==> config.mk <==
export PLATFORM = sky130hd
export DESIGN_NAME = brsp_regfile_sp
export DESIGN_NICKNAME = d
export VERILOG_FILES = /design/src/common/brsp_pkg.sv /design/src/brsp_regfile_sp.sv /design/src/brsp_addr_map.sv
export SDC_FILE = /design/constraint.sdc
export NUM_CORES = 1
export LEC_CHECK = 0
export ABC_AREA = 1
export ABC_CLOCK_PERIOD_IN_PS = 4400
export BUFFER_PORTS_ARGS = -buffer_cell sky130_fd_sc_hd__buf_2
export CORE_MARGIN = 2
export CORE_UTILIZATION = 55
export DETAILED_ROUTE_END_ITERATION = 10
export PLACE_DENSITY = 0.85
export SYNTH_ARGS = -nofsm -noshare
export SYNTH_HDL_FRONTEND = slang
export SYNTH_SLANG_ARGS = --single-unit
==> constraint.sdc <==
create_clock -name clock -period 4.4 [get_ports clock]
set_input_delay 0.88 -clock clock [delete_from_list [all_inputs] [get_ports clock]]
set_output_delay 0.88 -clock clock [all_outputs]
set_load 0.02 [all_outputs]
==> src/common/brsp_pkg.sv <==
// Package for the banked register file addressing and stack pointer block
package brsp_pkg;
  localparam logic [7:0] RegBankGroupAddr = 8'hFD;
  localparam logic [7:0] RegStackHighAddr = 8'hFE;
  localparam logic [7:0] RegStackLowAddr = 8'hFF;
  localparam logic [7:0] BankGroupReset = 8'h00;
  localparam logic [7:0] StackResetVal = 8'h00;
  localparam logic [3:0] CtrlGroupNibble = 4'hF;
  localparam int GroupMsb = 7;
  localparam int GroupLsb = 4;
  localparam int BankMsb = 3;
  localparam int BankLsb = 0;
  localparam int StackModeOptBit = 3;
  localparam logic [3:0] BankD = 4'hD;
  localparam logic [3:0] BankF = 4'hF;

  // Kinds of register operand reference from the core
  typedef enum logic [3:0] {
    BRSP_MODE_WORK = 4'b0001,
    BRSP_MODE_DIRECT = 4'b0010,
    BRSP_MODE_LINEAR = 4'b0100,
    BRSP_MODE_STACK = 4'b1000
  } brsp_mode_t;

  // Stack operation request
  typedef enum logic [2:0] {
    BRSP_STK_NONE = 3'b001,
    BRSP_STK_PUSH = 3'b010,
    BRSP_STK_POP = 3'b100
  } brsp_stk_t;

  typedef struct packed {
    logic valid;
    brsp_mode_t mode;
    logic [11:0] addr;
  } brsp_req_t;

  typedef struct packed {
    logic valid;
    logic [11:0] addr;
    logic [1:0] linear;
  } brsp_loc_t;
endpackage

==> src/brsp_regfile_sp.sv <==
// Bank/group pointer, stack pointer and operand address translation
`timescale 1ns/1ps
////////////////////////////////////////////////////////////////////////////////
module brsp_regfile_sp import brsp_pkg::*; #(
  parameter int RamHighBits = 2
) (
  input wire logic clock,
  input wire logic rst_n,
  input wire logic [7:0] optionByte1,
  input wire brsp_req_t opReq,
  input wire logic regWrite,
  input wire logic regRead,
  input wire logic [7:0] regAddr,
  input wire logic [7:0] regWdata,
  input wire brsp_stk_t stackOp,
  input wire logic [2:0] stackBytes,
  output logic [7:0] regRdata_q,
  output logic regHit_q,
  output brsp_loc_t opLoc_q,
  output logic [11:0] stackAddr_q,
  output logic [7:0] bankGroup_q,
  output logic [15:0] stackPtr_q,
  output logic wideStack_q,
  output logic bankIllegal_q
);
  ////////////////////////////////////////////////////////////////////////////
  logic [7:0] spLow_q;
  logic [7:0] spHigh_q;
  logic optCaught_q;
  logic [15:0] spNext;
  logic [15:0] spPre;
  logic [7:0] spLowNext;
  logic [7:0] spHighNext;
  logic [7:0] bankGroupD;
  brsp_loc_t locNow;
  logic [3:0] bankField;
  // Stack bank bits that the fitted RAM decodes
  localparam logic [1:0] HiMask = 2'((1 << RamHighBits) - 1);

  function automatic logic bank_legal(input logic [3:0] b);
    bank_legal = (b <= 4'h3) || (b == BankD) || (b == BankF);
  endfunction

  // Strap sampled once after reset release; option bits are static
  always_ff @(posedge clock or negedge rst_n) begin
    if (!rst_n) begin
      optCaught_q <= 1'b0;
      wideStack_q <= 1'b0;
    end else if (!optCaught_q) begin
      optCaught_q <= 1'b1;
      wideStack_q <= optionByte1[StackModeOptBit];
    end
  end

  ////////////////////////////////////////////////////////////////////////////
  // Bank/group pointer register
  always_comb begin
    bankGroupD = bankGroup_q;
    if (regWrite && regAddr == RegBankGroupAddr) begin
      bankGroupD = regWdata;
    end
  end

  always_ff @(posedge clock or negedge rst_n) begin
    if (!rst_n) begin
      bankGroup_q <= BankGroupReset;
    end else begin
      bankGroup_q <= bankGroupD;
    end
  end

  assign bankField = bankGroup_q[BankMsb:BankLsb];

  // Flag only; an unimplemented bank is a software fault
  always_ff @(posedge clock or negedge rst_n) begin
    if (!rst_n) begin
      bankIllegal_q <= 1'b0;
    end else begin
      bankIllegal_q <= !bank_legal(bankGroupD[BankMsb:BankLsb]);
    end
  end

  ////////////////////////////////////////////////////////////////////////////
  // Stack pointer; a push moves the pointer by the number of bytes stored
  always_comb begin
    spPre = {spHigh_q, spLow_q};
    spNext = spPre;
    if (stackOp == BRSP_STK_PUSH) begin
      spNext = spPre - {13'h0000, stackBytes};
    end else if (stackOp == BRSP_STK_POP) begin
      spNext = spPre + {13'h0000, stackBytes};
    end
    spLowNext = spNext[7:0];
    // Narrow mode leaves the user byte untouched
    spHighNext = wideStack_q ? spNext[15:8] : spHigh_q;
    if (regWrite && regAddr == RegStackLowAddr) begin
      spLowNext = regWdata;
    end
    if (regWrite && regAddr == RegStackHighAddr) begin
      spHighNext = regWdata;
    end
  end

  // Pointer bytes have no defined reset value; cleared for determinism
  always_ff @(posedge clock or negedge rst_n) begin
    if (!rst_n) begin
      spLow_q <= StackResetVal;
      spHigh_q <= StackResetVal;
    end else begin
      spLow_q <= spLowNext;
      spHigh_q <= spHighNext;
    end
  end

  always_ff @(posedge clock or negedge rst_n) begin
    if (!rst_n) begin
      stackPtr_q <= {StackResetVal, StackResetVal};
      stackAddr_q <= 12'h000;
    end else begin
      stackPtr_q <= {spHighNext, spLowNext};
      // Address of the top entry after this cycle's update
      if (wideStack_q) begin
        stackAddr_q <= {2'b00, spHighNext[1:0] & HiMask, spLowNext};
      end else begin
        stackAddr_q <= {4'h0, spLowNext};
      end
    end
  end

  ////////////////////////////////////////////////////////////////////////////
  // Register readback
  always_ff @(posedge clock or negedge rst_n) begin
    if (!rst_n) begin
      regRdata_q <= 8'h00;
      regHit_q <= 1'b0;
    end else begin
      regHit_q <= 1'b0;
      regRdata_q <= 8'h00;
      if (regRead) begin
        unique case (regAddr)
          RegBankGroupAddr: begin
            regRdata_q <= bankGroup_q;
            regHit_q <= 1'b1;
          end
          RegStackHighAddr: begin
            regRdata_q <= spHigh_q;
            regHit_q <= 1'b1;
          end
          RegStackLowAddr: begin
            regRdata_q <= spLow_q;
            regHit_q <= 1'b1;
          end
          default: regHit_q <= 1'b0;
        endcase
      end
    end
  end

  ////////////////////////////////////////////////////////////////////////////
  // Operand translation
  brsp_addr_map #(.RamHighBits(RamHighBits)) uMap (
    .req(opReq),
    .bankGroup(bankGroup_q),
    .stackPtr({spHigh_q, spLow_q}),
    .wideStack(wideStack_q),
    .loc(locNow)
  );

  always_ff @(posedge clock or negedge rst_n) begin
    if (!rst_n) begin
      opLoc_q <= '0;
    end else begin
      opLoc_q <= locNow;
    end
  end

  ////////////////////////////////////////////////////////////////////////////
  // Checks
  a_ptr_write: assert property (@(posedge clock) disable iff (!rst_n)
    regWrite && regAddr == RegBankGroupAddr |=> bankGroup_q == $past(regWdata))
    else $error("bank/group pointer write lost");

  a_push_dec: assert property (@(posedge clock) disable iff (!rst_n)
    stackOp == BRSP_STK_PUSH && !regWrite && wideStack_q
    |=> stackPtr_q == $past(spPre) - {13'h0000, $past(stackBytes)})
    else $error("push did not predecrement");

  a_pop_inc: assert property (@(posedge clock) disable iff (!rst_n)
    stackOp == BRSP_STK_POP && !regWrite
    |=> stackPtr_q[7:0] == $past(spLow_q) + {5'h00, $past(stackBytes)})
    else $error("pop did not postincrement");

  a_user_hold: assert property (@(posedge clock) disable iff (!rst_n)
    !wideStack_q && stackOp != BRSP_STK_NONE && !regWrite
    |=> stackPtr_q[15:8] == $past(spHigh_q))
    else $error("user byte changed by stack op");

  a_ctrl_bank0: assert property (@(posedge clock) disable iff (!rst_n)
    opReq.valid && opReq.mode == BRSP_MODE_DIRECT && opReq.addr[7:4] == CtrlGroupNibble
    |=> opLoc_q.addr[11:8] == 4'h0)
    else $error("control register not in bank 0");

  a_narrow_stk: assert property (@(posedge clock) disable iff (!rst_n)
    opReq.valid && opReq.mode == BRSP_MODE_STACK && !wideStack_q
    |=> opLoc_q.addr == {4'h0, $past(spLow_q)})
    else $error("narrow stack left bank 0");

  a_wide_stk: assert property (@(posedge clock) disable iff (!rst_n)
    opReq.valid && opReq.mode == BRSP_MODE_STACK && wideStack_q
    |=> opLoc_q.addr == {2'b00, $past(spHigh_q[1:0]) & HiMask, $past(spLow_q)})
    else $error("wide stack address wrong");

  a_linear_pass: assert property (@(posedge clock) disable iff (!rst_n)
    opReq.valid && opReq.mode == BRSP_MODE_LINEAR
    |=> opLoc_q.addr == $past(opReq.addr) && opLoc_q.linear == 2'b01)
    else $error("linear address altered");

  a_work_group: assert property (@(posedge clock) disable iff (!rst_n)
    opReq.valid && opReq.mode == BRSP_MODE_WORK && bankField == 4'h0
    |=> opLoc_q.addr == {4'h0, $past(bankGroup_q[7:4]), $past(opReq.addr[3:0])})
    else $error("working group address wrong");

  a_read_data: assert property (@(posedge clock) disable iff (!rst_n)
    regRead && regAddr == RegBankGroupAddr
    |=> regHit_q && regRdata_q == $past(bankGroup_q))
    else $error("pointer readback wrong");

  a_read_miss: assert property (@(posedge clock) disable iff (!rst_n)
    regRead && regAddr < RegBankGroupAddr
    |=> !regHit_q && regRdata_q == 8'h00)
    else $error("unmapped read answered");

  a_read_idle: assert property (@(posedge clock) disable iff (!rst_n)
    !regRead
    |=> !regHit_q && regRdata_q == 8'h00)
    else $error("read data without a read");

  a_low_write: assert property (@(posedge clock) disable iff (!rst_n)
    regWrite && regAddr == RegStackLowAddr
    |=> stackPtr_q[7:0] == $past(regWdata))
    else $error("stack low byte write lost");

  a_high_write: assert property (@(posedge clock) disable iff (!rst_n)
    regWrite && regAddr == RegStackHighAddr
    |=> stackPtr_q[15:8] == $past(regWdata))
    else $error("stack high byte write lost");

  a_illegal_flag: assert property (@(posedge clock) disable iff (!rst_n)
    bankIllegal_q == !(bankField <= 4'h3 || bankField == BankD || bankField == BankF))
    else $error("unimplemented bank not flagged");

  a_opt_static: assert property (@(posedge clock) disable iff (!rst_n)
    optCaught_q
    |=> $stable(wideStack_q))
    else $error("stack width changed after capture");

  a_narrow_addr: assert property (@(posedge clock) disable iff (!rst_n)
    !wideStack_q
    |-> stackAddr_q == {4'h0, stackPtr_q[7:0]})
    else $error("narrow stack top left bank 0");

  a_wide_addr: assert property (@(posedge clock) disable iff (!rst_n)
    wideStack_q && $past(wideStack_q)
    |-> stackAddr_q == {2'b00, stackPtr_q[9:8] & HiMask, stackPtr_q[7:0]})
    else $error("wide stack top address wrong");

  a_narrow_push: assert property (@(posedge clock) disable iff (!rst_n)
    stackOp == BRSP_STK_PUSH && !regWrite && !wideStack_q
    |=> stackPtr_q[7:0] == $past(spLow_q) - {5'h00, $past(stackBytes)})
    else $error("narrow push did not predecrement");

  a_linear_only: assert property (@(posedge clock) disable iff (!rst_n)
    opReq.valid && opReq.mode != BRSP_MODE_LINEAR
    |=> opLoc_q.linear != 2'b01)
    else $error("linear marking on other operand");

  a_direct_bank: assert property (@(posedge clock) disable iff (!rst_n)
    opReq.valid && opReq.mode == BRSP_MODE_DIRECT && bankField != 4'h0
    && bankField <= 4'h3 && opReq.addr[7:4] != CtrlGroupNibble
    |=> opLoc_q.addr == {$past(bankField), $past(opReq.addr[7:0])})
    else $error("direct access missed selected bank");
endmodule

==> src/brsp_addr_map.sv <==
// Combinational translation of an operand reference into a linear address
`timescale 1ns/1ps
module brsp_addr_map import brsp_pkg::*; #(
  parameter int RamHighBits = 2
) (
  input wire brsp_req_t req,
  input wire logic [7:0] bankGroup,
  input wire logic [15:0] stackPtr,
  input wire logic wideStack,
  output brsp_loc_t loc
);
  logic [3:0] bank;
  logic [7:0] reg8;
  // Stack bank bits that the fitted RAM decodes
  localparam logic [1:0] HiMask = 2'((1 << RamHighBits) - 1);

  always_comb begin
    bank = bankGroup[BankMsb:BankLsb];
    reg8 = req.addr[7:0];
    loc.valid = req.valid;
    loc.linear = 2'b00;
    loc.addr = 12'h000;
    unique case (req.mode)
      BRSP_MODE_WORK: begin
        // Group nibble from pointer
        reg8 = {bankGroup[GroupMsb:GroupLsb], req.addr[3:0]};
      end
      BRSP_MODE_DIRECT: reg8 = req.addr[7:0];
      BRSP_MODE_LINEAR: begin
        loc.linear = 2'b01;
      end
      BRSP_MODE_STACK: begin
        loc.linear = 2'b10;
      end
      // Idle requests carry no mode
      default: reg8 = req.addr[7:0];
    endcase
    if (req.mode == BRSP_MODE_LINEAR) begin
      loc.addr = req.addr;
    end else if (req.mode == BRSP_MODE_STACK) begin
      if (wideStack) begin
        // Bank from low high-byte bits, ignored upper bits
        loc.addr = {2'b00, stackPtr[9:8] & HiMask, stackPtr[7:0]};
      end else begin
        loc.addr = {4'h0, stackPtr[7:0]};
      end
    end else if (reg8[7:4] == CtrlGroupNibble || bank == 4'h0) begin
      loc.addr = {4'h0, reg8};
    end else if ((bank == BankD || bank == BankF) && reg8[7:4] != 4'h0) begin
      // Upper area of these banks falls back to bank 0
      loc.addr = {4'h0, reg8};
    end else begin
      loc.addr = {bank, reg8};
    end
  end
endmodule

==> metrics.md <==
| Metric | Value |
|---|---|
| Worst Path Buf+Inv | `3` |
| Largest net degree at the start of global routing | `54` |
| Synth top area share | `0.3775` |
| Comb power frac | `0.461` |
| Post-synth EDFFs | `0` |
| Final hold violations | `0` |
| CTS Buf Count | `5` |
| Crit-path slowest cell | `fa_1` |
| Number of setup violations in the final report | `0` |
| Minimum clock period | `2.624 ns` |
| CP delay by family, top | `adder cells` |
| P_sw | `893.3 uW` |
| Max Buffers Root-to-Sink | `2` |
| FILL cells | `587` |
| Die area | `7043 um^2` |
| Fin worst setup slack | `1.776 ns` |
| Fmax | `381.2 MHz` |
| Site row count | `29` |
| Die span in y | `83.93 um` |
| Via density | `5.753` |
| Drt pass-1 iters | `5` |
| Die width | `83.93 um` |
| N_diodes | `0` |
| Hold buffers post-CTS | `0` |
| Critical Path End Type | `register` |
| Core Util, Final | `0.6510` |
| Syn-to-layout area delta | `16.31%` |
| Final Slew Violations | `0` |
| Clock Sink Count | `53` |
| Root buf cell | `clkbuf_8` |
| Crit-path cells | `buf_2 > ha_1 > inv_1 > fa_1 > o21ai_1 > nand3b_1 > nand2_1 > nand3_1 > nand2_1 > nand3_1 > o21ai_0 > inv_1` |
| Min-Delay Path Class | `register to register` |
| Asr flop ratio synth | `1.000` |
| Number of global-route vias before repair | `3,486` |
| Synth Flop Type | `dfrtp_1` |
| Core area | `6277 um^2` |
| Cell variety after synth | `40` |
| Number of port buffers | `103` |
| Fin crit share | `0.5963` |
| Critical Path RT | `4.59 ns` |
| Outcome | `complete, no violations` |
| Syn. warnings | `0` |
| CTS H-tree lvls | `2` |
| Fin Clk Skew | `0.006219 ns` |
| Total number of vias | `3,826` |
| Resized cells post-CTS | `0` |
| Drt drc | `0` |
| Worst Path Max Fanout | `5` |
| Sequential area share after synthesis | `0.3775` |
| Total congestion overflow | `0` |
| #FFs+latches synth | `53` |
| Mapped Area | `3513 um^2` |
| Dominant cell type by area after synthesis | `dfrtp_1` |
| First-pass GRT wire length | `17,050 um` |
| Final setup TNS | `0 ns` |
| CTS tree | `built` |
| Hold WS | `0.4547 ns` |
| Worst-margin pin slew | `0.6609 ns` |
| Syn Inst Count | `497` |
| Nets | `647` |
| Setup Slack @ Placement | `1.483 ns` |
| Power Internal | `945.7 uW` |
| Worst setup SP type | `primary input` |
| GR Util All Layers | `0.3053` |
| Routed wire length | `10,590 um` |
| Initial antenna violation count | `0` |
| Ports | `113` |
| Slew margin rel. | `0.5594` |
| Final Wtd Congestion | `0.9524` |
| Setup bufs post-CTS | `0` |
| Max_cap viols | `0` |
| Clock-pin slew on the worst setup and hold paths | `0.09 ns` |
| Initial Util | `0.5597` |
| Clock share of power | `0.157` |
| Worst skew pair latency | `0.31 ns` |
| Final HPWL DP | `8022 um` |
| Layout cells sized above 1 | `0.2228` |
| Avg Cell Area, Syn | `7.069 um^2` |
| Critical path class | `primary input to register` |
| Peak supply drop | `0.0003207 V` |
| Switch share | `0.4858` |
| Power Density | `450.0 nW/um^2` |
| LEAKAGE | `0.002279 uW` |
| Worst EP arrival | `2.82 ns` |
| Synth top area cells | `dfrtp_1, nand2_1, nand3_1` |
| Initial DRC count | `374` |
| Flop pwr share | `0.382` |
| Detail Route Antenna Nets | `0` |
| Unrepaired setup endpoints after global routing | `no` |
| CP max stage delay | `0.41 ns` |
| WL per Instance | `15.93 um` |
==> cells in the final DEF (no fill, tap or decap), types with 3 or more instances in the layout <==
cell and n:
nand2_1 136, buf_2 103, inv_1 69, nand3_1 57, dfrtp_1 53, o21ai_0 40
nor2_1 35, nand4_1 13, a21oi_1 8, nor3_1 6, o221ai_1 6, ha_1 6
clkbuf_8 6, o211ai_1 5, o21ai_1 4, nor2_2 3, o21ai_2 3, o22ai_1 3
conb_1 3
==> power groups by stage <==
stage / sequential, uW / clock, uW / combinational [uW]
6_report: 702 / 288 / 849
5_1_grt: 714 / 309 / 929
4_1_cts: 696 / 296 / 839
3_5_place_dp: 704 / 0 / 837
3_3_place_gp: 705 / 0 / 816
2_1_floorplan: 751 / 0 / 529
==> through the flow <==
stage	instance area, um^2	total power [uW]	instances
finish	4086	1839	665
global route	4086	1953	665
CTS	4086	1831	665
detailed placement	3996	1541	658
global placement	3996	1521	658
floorplan	3517	1280	498
==> flip-flops by register name (all words and copies together) (netlist names) <==
register / cells
optCaught_q: 1
bankIllegal_q: 1
regHit_q: 1
regRdata_q: 8
stackPtr_q: 15
spHigh_q: 1
bankGroup_q: 8
stackAddr_q: 2
opLoc_q: 15
wideStack_q: 1
==> per-layer routing <==
layer  track usage  vias to the layer above  share of wire
met5             0                        -              0
met4        0.1290                        0          0.036
met3       0.06034                       41           0.11
met2        0.4858                      246           0.46
met1        0.4077                     1755           0.40
li1              -                     1784              -
==> cell usage after synthesis, types with 3 or more instances <==
master / instances
nor2_2: 3
dfrtp_1: 53
nor3_1: 6
o21ai_2: 3
o22ai_1: 3
o21ai_0: 40
nand3_1: 57
inv_1: 69
nand4_1: 13
buf_2: 6
buf_4: 10
o211ai_1: 5
nor2_1: 35
a21oi_1: 8
clkbuf_1: 4
o21ai_1: 4
o221ai_1: 6
nand2_1: 136
ha_1: 6
==> cell families (layout without fill, tap and decap cells) <==
logic type,count (synthesis),in the layout,share of synthesized area
fa+ha+maj,8,8,0.03276
buf+inv,95,185,0.1207
flops,53,53,0.3775
other cells,2,3,0.002138
simple gates,262,262,0.3348
xor+xnor,2,2,0.004987
compound gates,75,75,0.1271
==> worst paths after layout <==
check                                          start                       to  slack (ns)  cells after the start
hold / removal                 optCaught_q$_DFF_PN0_  wideStack_q$_DFFE_PN0N_        0.45                      1
setup / recovery                       stackBytes[0]  stackPtr_q[8]$_DFF_PN0_        1.78                     12
min in group asynchronous                      rst_n    opLoc_q[12]$_DFF_PN0_        0.68                      2
max in group asynchronous                      rst_n  regRdata_q[5]$_DFF_PN0_        3.29                      2
setup reg to reg           stackPtr_q[0]$_DFFE_PN0P_  stackPtr_q[8]$_DFF_PN0_        2.00                     11
hold reg to reg                optCaught_q$_DFF_PN0_  wideStack_q$_DFFE_PN0N_        0.45                      1
==> layout make-up <==
cell class,count,area (um^2),area share
clock buffer,6,82.58,0.02021
clock inverter,1,7.507,0.001837
inverter,74,284.0,0.06950
multi-input combinational,350,1767,0.4323
sequential,53,1326,0.3246
tap,77,96.34,0.02358
timing repair buffer,104,523.0,0.1280
(Power assumes the default switching activity.)
